<file path="config.mk">
export PLATFORM = sky130hd
export DESIGN_NAME = cfrr_regs
export DESIGN_NICKNAME = d
export VERILOG_FILES = /design/src/include/cfrr_pkg.sv /design/src/rtl/cfrr_regs.sv
export SDC_FILE = /design/constraint.sdc
export NUM_CORES = 1
export LEC_CHECK = 0
export BUFFER_PORTS_ARGS = -buffer_cell sky130_fd_sc_hd__buf_2
export CAP_MARGIN = 10
export CORE_MARGIN = 2
export CORE_UTILIZATION = 40
export DETAILED_ROUTE_END_ITERATION = 6
export GPL_TIMING_DRIVEN = 1
export PLACE_DENSITY = 0.8
export RECOVER_POWER = 50
export SYNTH_ARGS = -nofsm -noshare
export SYNTH_HDL_FRONTEND = slang
export SYNTH_SLANG_ARGS = --single-unit
export TNS_END_PERCENT = 1
</file>
<file path="constraint.sdc">
create_clock -name clk -period 2.1 [get_ports clk]
set_input_delay 0.21 -clock clk [delete_from_list [all_inputs] [get_ports clk]]
set_output_delay 0.21 -clock clk [all_outputs]
set_load 0.005 [all_outputs]
</file>
<file path="src/include/cfrr_pkg.sv">
// Package for the context fault result register slice
package cfrr_pkg;
	// Register byte offsets (chosen; no offsets printed)
	localparam logic [11:0] OFF_RESULT_LO = 12'h000;
	localparam logic [11:0] OFF_RESULT_HI = 12'h004;
	localparam logic [11:0] OFF_AUTH = 12'h008;
	localparam logic [11:0] OFF_CEID_LO = 12'h00C;
	localparam logic [11:0] OFF_CEID_HI = 12'h010;
	localparam logic [11:0] OFF_MON_CFG = 12'h014;
	localparam logic [11:0] OFF_CNT_CLR = 12'h018;
	localparam logic [11:0] OFF_CNT_SET = 12'h01C;
	localparam logic [11:0] OFF_CTX_CFG = 12'h020;
	// Fault layout bit positions
	localparam int POS_FAULT = 0;
	localparam int POS_NO_MAP = 1;
	localparam int POS_ACCESS = 2;
	localparam int POS_PERM = 3;
	localparam int POS_EXT = 4;
	localparam int POS_MATCH = 5;
	localparam int POS_LOCK = 6;
	localparam int POS_ADDR_SIZE = 7;
	localparam int POS_SCHEME = 8;
	localparam int POS_INV_CTX = 29;
	localparam int POS_OP_TERM = 31;
	localparam int POS_LEVEL = 32;
	localparam int POS_STAGE = 35;
	// Scheme codes
	localparam logic [1:0] SCHEME_SHORT = 2'h0;
	localparam logic [1:0] SCHEME_LONG = 2'h1;
	localparam logic [1:0] SCHEME_WIDE = 2'h2;
	// Monitor config fields
	localparam int POS_CFG_SIZE = 8;
	localparam logic [5:0] CFG_SIZE_REVEALED = 6'h1F;
	localparam logic [5:0] CFG_SIZE_NONE = 6'h00;
	// Context config register bits
	localparam int POS_CTX_WIDE = 0;
	localparam int POS_CTX_EXT = 1;
	localparam int POS_CTX_STAGE2 = 2;
	localparam logic [63:0] RESULT_RESET = 64'h0;
	localparam logic [31:0] SLVERR_DATA = 32'h0;

	typedef struct packed {
		logic paddr_unused;
		logic [11:0] paddr;
		logic psel;
		logic penable;
		logic pwrite;
		logic [31:0] pwdata;
	} cfrr_apb_req_t;

	typedef struct packed {
		logic pready;
		logic pslverr;
		logic [31:0] prdata;
	} cfrr_apb_rsp_t;

	// Abort report from the walker
	typedef struct packed {
		logic valid;
		logic stage2;
		logic [1:0] level;
		logic op_terminated;
		logic invalid_context;
		logic addr_size;
		logic cache_lock;
		logic match_conflict;
		logic external;
		logic permission;
		logic access_bit;
		logic no_mapping;
	} cfrr_fault_t;

	// Global counter group view
	typedef struct packed {
		logic revealed;
		logic [31:0] auth;
		logic [31:0] ceid_lo;
		logic [31:0] ceid_hi;
		logic [31:0] enables;
		logic [4:0] counter_count;
	} cfrr_group_t;
endpackage

</file>
<file path="src/rtl/cfrr_regs.sv">
// Per-context fault result and monitor mirror register slice
`timescale 1ns/10ps
// Operation
// - On abort, write fault layout and set bit 0.
// - Bit 35 reports faulting stage, 0 first, 1 second.
// - Bits 33:32 encode the faulting walk level 0..3.
// - Bit 31 set when the operation was terminated.
// - Bit 29 set when transaction mapped to Fault.
// - Bits 9:8 give scheme: short 0, long 1, wide 2.
// - Code 3 reserved; stage-2 never reports short code.
// - Scheme field read-only, from wide select, extended enable and stage-2 config.
// - Bit 7 set on incorrect address size fault.
// - Bit 6 set on cache lock fault, optionally read-as-zero.
// - Bit 5 set on match conflict, optionally read-as-zero.
// - Bit 4 set on external walk fault, optionally read-as-zero.
// - Bit 3 set on insufficient permission.
// - Bit 2 set on access flag fault.
// - Bit 1 set when no valid mapping exists.
// - Auth mirror uses global format when group revealed.
// - Two event id mirrors copy global when revealed.
// - Config reports counter count; group count reads unknown.
// - Config reads zero unrevealed; size 0x1F when revealed.
// - Enable-clear bit j clears counter j enable.
// - Enable-set bit j sets counter j enable.
module cfrr_regs
	import cfrr_pkg::*;
#(
	parameter bit HAS_LOCK = 1'b1,
	parameter bit HAS_MATCH = 1'b1,
	parameter bit HAS_EXT = 1'b1,
	parameter int NUM_COUNTERS = 32
) (
	input wire logic clk,
	input wire logic rst_n,
	input wire cfrr_pkg::cfrr_apb_req_t apb_req,
	output cfrr_pkg::cfrr_apb_rsp_t apb_rsp,
	input wire cfrr_pkg::cfrr_fault_t fault,
	input wire cfrr_pkg::cfrr_group_t group,
	output logic [31:0] enable_clear,
	output logic [31:0] enable_set,
	output logic wide_scheme_select,
	output logic extended_addr_enable
);
	import cfrr_pkg::*;

	// Counter mask cannot serve more than one word of counters
	if (NUM_COUNTERS < 1 || NUM_COUNTERS > 32) begin : g_bad_count
		$error("NUM_COUNTERS must be 1..32");
	end

	typedef struct packed {
		logic [63:0] result;
		logic wide;
		logic ext;
		logic stage2;
		logic [31:0] rdata;
		logic slverr;
		logic [31:0] clr;
		logic [31:0] set;
	} cfrr_state_t;

	cfrr_state_t s_q;
	cfrr_state_t s_d;
	logic acc;
	logic wr;
	logic [1:0] scheme;
	logic [63:0] fault_word;
	logic [31:0] cfg_word;
	logic [31:0] cnt_mask;

	// Scheme code from configuration only
	function automatic logic [1:0] scheme_of(logic wide, logic ext,
			logic st2);
		if (wide) begin
			return SCHEME_WIDE;
		end else if (ext || st2) begin
			return SCHEME_LONG;
		end
		return SCHEME_SHORT;
	endfunction

	assign acc = apb_req.psel && apb_req.penable;
	assign wr = acc && apb_req.pwrite;
	assign scheme = scheme_of(s_q.wide, s_q.ext, s_q.stage2);
	assign cnt_mask = (NUM_COUNTERS == 32) ? 32'hFFFFFFFF :
		((32'h1 << NUM_COUNTERS) - 32'h1);

	always_comb begin
		fault_word = '0;
		fault_word[POS_FAULT] = 1'b1;
		fault_word[POS_STAGE] = fault.stage2;
		fault_word[POS_LEVEL +: 2] = fault.level;
		fault_word[POS_OP_TERM] = fault.op_terminated;
		fault_word[POS_INV_CTX] = fault.invalid_context;
		fault_word[POS_SCHEME +: 2] = scheme;
		fault_word[POS_ADDR_SIZE] = fault.addr_size;
		fault_word[POS_LOCK] = HAS_LOCK && fault.cache_lock;
		fault_word[POS_MATCH] = HAS_MATCH && fault.match_conflict;
		fault_word[POS_EXT] = HAS_EXT && fault.external;
		fault_word[POS_PERM] = fault.permission;
		fault_word[POS_ACCESS] = fault.access_bit;
		fault_word[POS_NO_MAP] = fault.no_mapping;
	end

	always_comb begin
		cfg_word = '0;
		if (group.revealed) begin
			cfg_word[4:0] = group.counter_count;
			cfg_word[POS_CFG_SIZE +: 6] = CFG_SIZE_REVEALED;
		end
	end

	always_comb begin
		s_d = s_q;
		s_d.slverr = 1'b0;
		s_d.clr = '0;
		s_d.set = '0;
		if (acc && !apb_req.pwrite) begin
			s_d.rdata = '0;
			unique case (apb_req.paddr)
				OFF_RESULT_LO: s_d.rdata = s_q.result[31:0];
				OFF_RESULT_HI: s_d.rdata = s_q.result[63:32];
				OFF_AUTH: s_d.rdata = group.revealed ? group.auth : '0;
				OFF_CEID_LO: s_d.rdata = group.revealed ? group.ceid_lo : '0;
				OFF_CEID_HI: s_d.rdata = group.revealed ? group.ceid_hi : '0;
				OFF_MON_CFG: s_d.rdata = cfg_word;
				OFF_CNT_CLR, OFF_CNT_SET: begin
					s_d.rdata = group.revealed ? (group.enables & cnt_mask) : '0;
				end
				OFF_CTX_CFG: begin
					s_d.rdata[POS_CTX_WIDE] = s_q.wide;
					s_d.rdata[POS_CTX_EXT] = s_q.ext;
					s_d.rdata[POS_CTX_STAGE2] = s_q.stage2;
				end
				default: s_d.slverr = 1'b1;
			endcase
		end
		if (wr) begin
			unique case (apb_req.paddr)
				OFF_RESULT_LO: begin
					// Scheme bits are never stored from software
					s_d.result[POS_FAULT] = apb_req.pwdata[POS_FAULT];
					s_d.result[POS_ADDR_SIZE:POS_NO_MAP] =
						apb_req.pwdata[POS_ADDR_SIZE:POS_NO_MAP];
					if (!HAS_LOCK) s_d.result[POS_LOCK] = 1'b0;
					if (!HAS_MATCH) s_d.result[POS_MATCH] = 1'b0;
					if (!HAS_EXT) s_d.result[POS_EXT] = 1'b0;
					s_d.result[POS_INV_CTX] = apb_req.pwdata[POS_INV_CTX];
					s_d.result[POS_OP_TERM] = apb_req.pwdata[POS_OP_TERM];
				end
				OFF_RESULT_HI: begin
					s_d.result[POS_LEVEL +: 2] = apb_req.pwdata[1:0];
					s_d.result[POS_STAGE] = apb_req.pwdata[3];
				end
				OFF_CNT_CLR: begin
					if (group.revealed) s_d.clr = apb_req.pwdata & cnt_mask;
				end
				OFF_CNT_SET: begin
					if (group.revealed) s_d.set = apb_req.pwdata & cnt_mask;
				end
				OFF_CTX_CFG: begin
					// Software keeps this stable with faults pending
					s_d.wide = apb_req.pwdata[POS_CTX_WIDE];
					s_d.ext = apb_req.pwdata[POS_CTX_EXT];
					s_d.stage2 = apb_req.pwdata[POS_CTX_STAGE2];
				end
				OFF_AUTH, OFF_CEID_LO, OFF_CEID_HI, OFF_MON_CFG: ;
				default: s_d.slverr = 1'b1;
			endcase
		end
		// Hardware abort wins over a same-cycle software write
		if (fault.valid) begin
			s_d.result = fault_word;
		end
		// Scheme field always tracks configuration
		s_d.result[POS_SCHEME +: 2] = scheme_of(s_d.wide, s_d.ext, s_d.stage2);
	end

	always_ff @(posedge clk) begin
		if (!rst_n) begin
			s_q <= '0;
			s_q.result <= RESULT_RESET;
		end else begin
			s_q <= s_d;
		end
	end

	assign apb_rsp.pready = 1'b1;
	assign apb_rsp.pslverr = acc && s_d.slverr;
	assign apb_rsp.prdata = s_d.rdata;
	assign enable_clear = s_q.clr;
	assign enable_set = s_q.set;
	assign wide_scheme_select = s_q.wide;
	assign extended_addr_enable = s_q.ext;
endmodule

</file>
* Yosys cells after proc, flatten, opt, wreduce, memory -nomap -nowiden
Index checks and enable logic that the tools add are counted.
Widths: inputs -> output; s select.
** Operators by class
- Equality and inequality tests :: 8
- Muxes and demuxes :: 35
- Bitwise operators :: 2
- Reduce and logical (&&, ||, !) cells :: 19
** Operator list (number)
- $mux 32 :: 7
- $pmux 29 s7 :: 1
- $mux 65 :: 1
- $eq 12x5->1 const B :: 4
- $mux 36 :: 1
- $mux 33 :: 1
- $eq 12x4->1 const B :: 2
- $pmux 3 s8 :: 1
- $eq 12x3->1 const B :: 1
- $eq 12x6->1 const B :: 1
- $logic_not 12->1 :: 1
- $mux 2 :: 6
- $mux 1 :: 11
- $mux 11 :: 1
- $mux 5 :: 2
- $reduce_or 9->1 :: 1
- $mux 8 :: 1
- $mux 3 :: 2
- $reduce_and 2->1 :: 3
- $reduce_and 3->1 :: 2
- $reduce_bool 2->1 :: 3
- $logic_and 1x1->1 :: 4
- $reduce_or 3->1 :: 1
- $logic_or 1x1->1 :: 2
- other kinds (3) :: 4
** Word-level totals
- Register bits :: 114
- Input bits :: 197
- Output and inout bits :: 100
- Logic and storage cells :: 74

* Logic depth before layout (Yosys ltp)
- Word-level depth :: 8
- Depth in mapped cells :: 9
- Gate-level depth less buffers :: 5

* Least setup slack after synthesis
No wires, ideal clock.
- Path type :: input port to output port
- From :: input port apb_req[40] (netlist name)
- To :: output port apb_rsp[19] (netlist name)
- Arrival time :: 2.002 ns
- Data required time :: 1.890 ns
- Slack :: -0.112 ns
- Stages :: 9
- Buffers on the path :: 4
- Cells stage by stage :: buf_2 or3_1 clkbuf_1 nor3_1 nand2_1 buf_2 o22a_1 o21ai_0 buf_4
** RTL lines
- from (decl) :: RTL line cfrr_regs.sv:35 : input wire cfrr_pkg::cfrr_apb_req_t apb_req,
- to (decl) :: RTL line cfrr_regs.sv:36 : output cfrr_pkg::cfrr_apb_rsp_t apb_rsp,

==> metrics.csv <==
stage;metric;value;unit
run_status;status;complete, but fails checks;
run_status;failing checks;setup timing;
clocking;H-tree depth;4;
floorplanning;core region area;14600;um^2
sta;fmax;446;MHz
power;power per cell area;751;nW/um^2
detailed_routing;via count;5916;
power;Final Power;6.06;mW
cells_and_area;final non-filler cell area;8060;um^2
detailed_routing;1st-iter DRT viols;376;
global_routing;initial antenna violation count;0;
power;Switching Share;0.225;
synthesis;syn_nets;915;
placement;gpl congestion;0.882;
placement;dpl cell area;7350;um^2
synthesis;Main synth FF type;dfxtp_1;
global_routing;total grt overflow;0;
synthesis;Mapped Area;6040;um^2
floorplanning;initial core utilization;0.412;
detailed_routing;via/cell ratio;5.18;
sta;fin crit share;1.07;
clocking;CTS Buf Count;17;
clocking;# clock sinks;114;
worst_hold_path;hold path depth;3;
cells_and_area;layout cells sized above 1;0.414;
sta;Final Max Slew Viols;0;
worst_setup_path;Worst EP required;1.89;ns
detailed_routing;Remaining DRCs;0;
cells_and_area;Nets;1143;
cells_and_area;most frequent cells in the layout;buf_2, dfxtp_1, nand2_1, nor2_1, buf_4;
sta;Max-slew headroom;0.587;
synthesis;Post-synth ARST share;0;
sta;Clock Skew;0.00770;ns
worst_setup_path;Worst setup EP type;output port;
placement;HPWL Detailed;14800;um
power;part of the power in registers;0.362;
cells_and_area;commonest non-fill, non-tap cell in the layout;buf_2;
power;internal power;4.70;mW
synthesis;Post-synth EDFFs;0;
clocking;Clock Tree Buf Depth;2;
placement;PortBufs;294;
global_routing;GR Util All Layers;0.233;
cells_and_area;Area Overhead vs Synth;33.5;%
floorplanning;io pins;297;
synthesis;sequential area share after synthesis;0.378;
floorplanning;die area;16100;um^2
sta;final worst slack;-0.141;ns
sta;Final Hold Fails;0;
power;combinational power share;0.096;
placement;Worst Setup Slack post-DPL;-0.448;ns
sta;measured slew at the worst slew-check pin;0.618;ns
power;Clock power frac;0.541;
synthesis;Netlist cell types;62;
synthesis;Mapped Cells;718;
power;IR drop worst, VDD;526;uV
power;Leak Pwr;3.79;nW
worst_setup_path;CP Launch Type;input pin;
power;Sw Pwr;1.36;mW
global_routing;vias in the first global route;5622;
floorplanning;Die Ht;127;um
sta;Tmin final;2.24;ns
sta;final setup fails;29;
global_routing;largest net degree at the start of global routing;34;
worst_setup_path;Max FO, Critical Path;11;
clocking;CTS tree;built;
detailed_routing;Post-Route WL;19500;um
clocking;CTS Hold Bufs;0;
global_routing;first-pass GRT wire length;29200;um
floorplanning;Die Width;127;um
sta;Min Hold Slack;0.0456;ns
worst_setup_path;Arrival @ worst endpoint;2.03;ns
detailed_routing;routed len/inst;17.1;um
detailed_routing;First-pass DRT Iterations;5;
clocking;Clock transition at path regs;0.05;ns
cells_and_area;Util after Layout;0.551;
cells_and_area;Cell Count, Final, Fillers Out;1143;
cells_and_area;Ant. Diodes;0;
detailed_routing;number of antenna-violating nets in the routed design;0;
synthesis;Yosys warning total;0;
flow_run;max_cap viols;0;
floorplanning;row cnt;44;
worst_hold_path;worst min path class;input pin to flop;
placement;cell count after placement;1111;
clocking;clock root cell;clkbuf_16;
clocking;worst skew pair latency;0.41;ns
sta;TNS Setup;-2.47;ns
synthesis;number of synthesized register bits;114;
worst_setup_path;CP Class;input pin to output port;
synthesis;synthesized area per cell;8.41;um^2
sta;unrepaired setup endpoints after global routing;true;
worst_setup_path;Reg2Reg Depth;6;
==> metal layers <==
metal / up-vias / GRT usage / wire, um
met3: 42 / 0.0540 / 1540
met5: - / 0 / 0
li1: 2889 / - / -
met1: 2680 / 0.282 / 7820
met4: 0 / 0.0924 / 569
met2: 305 / 0.401 / 9570
==> logic make-up (layout without fill, tap and decap cells) <==
group | count (synthesis) | in the layout | synth area share
AO/OA/AOI/OAI | 163 | 163 | 0.179
flip-flops | 114 | 114 | 0.378
AND/OR/NAND/NOR | 239 | 239 | 0.199
multiplexers | 49 | 49 | 0.0827
other | 1 | 1 | 0.000621
buffers and inverters | 152 | 393 | 0.161
==> sequential cells by signal, summed over array words and instances (netlist names) <==
signal / count
enable_clear: 32
enable_set: 32
wide_scheme_select: 1
extended_addr_enable: 1
s_q: 48
==> critical path: stages <==
cell and delay (ns):
buf_6 0.09, or4_4 0.56, buf_6 0.16, buf_6 0.11, nor3_4 0.15, nand2_2 0.11, buf_6 0.17, o22a_1 0.17
o21ai_1 0.14, buf_2 0.14
==> Yosys cell counts, types with 8 or more instances <==
library cell | instances | area, um^2
nand2_1 | 88 | 330
clkbuf_1 | 36 | 135
and3_1 | 31 | 194
dfxtp_1 | 114 | 2280
o22a_1 | 18 | 158
o21ai_0 | 56 | 280
buf_2 | 8 | 40.0
a22oi_1 | 18 | 135
buf_4 | 100 | 751
a21oi_1 | 21 | 105
nor2_1 | 56 | 210
mux2i_1 | 42 | 420
==> timing repair <==
action / in CTS / in global routing
pin swaps: 9 / 1
setup buffers: 0 / 0
endpoints found under the setup margin: 29 / 31
gates resized for setup: 37 / 8
==> layout make-up <==
cell class	instances	area (um^2)
fillers	1323	6580
clock inverters	13	231
clock buffers	19	433
flip-flops and latches	114	2280
repair buffers	357	2000
inverters	4	15.0
multi-input cells	452	2880
well taps	184	230
==> power groups by stage <==
stage	combinational [mW]	sequential (mW)	clock, mW
floorplan	0.253	2.24	0
global placement	0.559	2.24	0
detailed placement	0.566	2.24	0
CTS	0.579	2.19	3.33
global route	0.634	2.20	3.44
finish	0.584	2.20	3.28
==> final timing paths <==
path	from	end	slack, ns
setup / recovery	apb_req[43]	apb_rsp[22]	-0.14
hold / removal	apb_req[15]	enable_clear[15]	0.05
setup reg to reg	extended_addr_enable	s_q[66]	0.66
hold reg to reg	s_q[82]	s_q[82]	0.45
(Power assumes the default switching activity.)
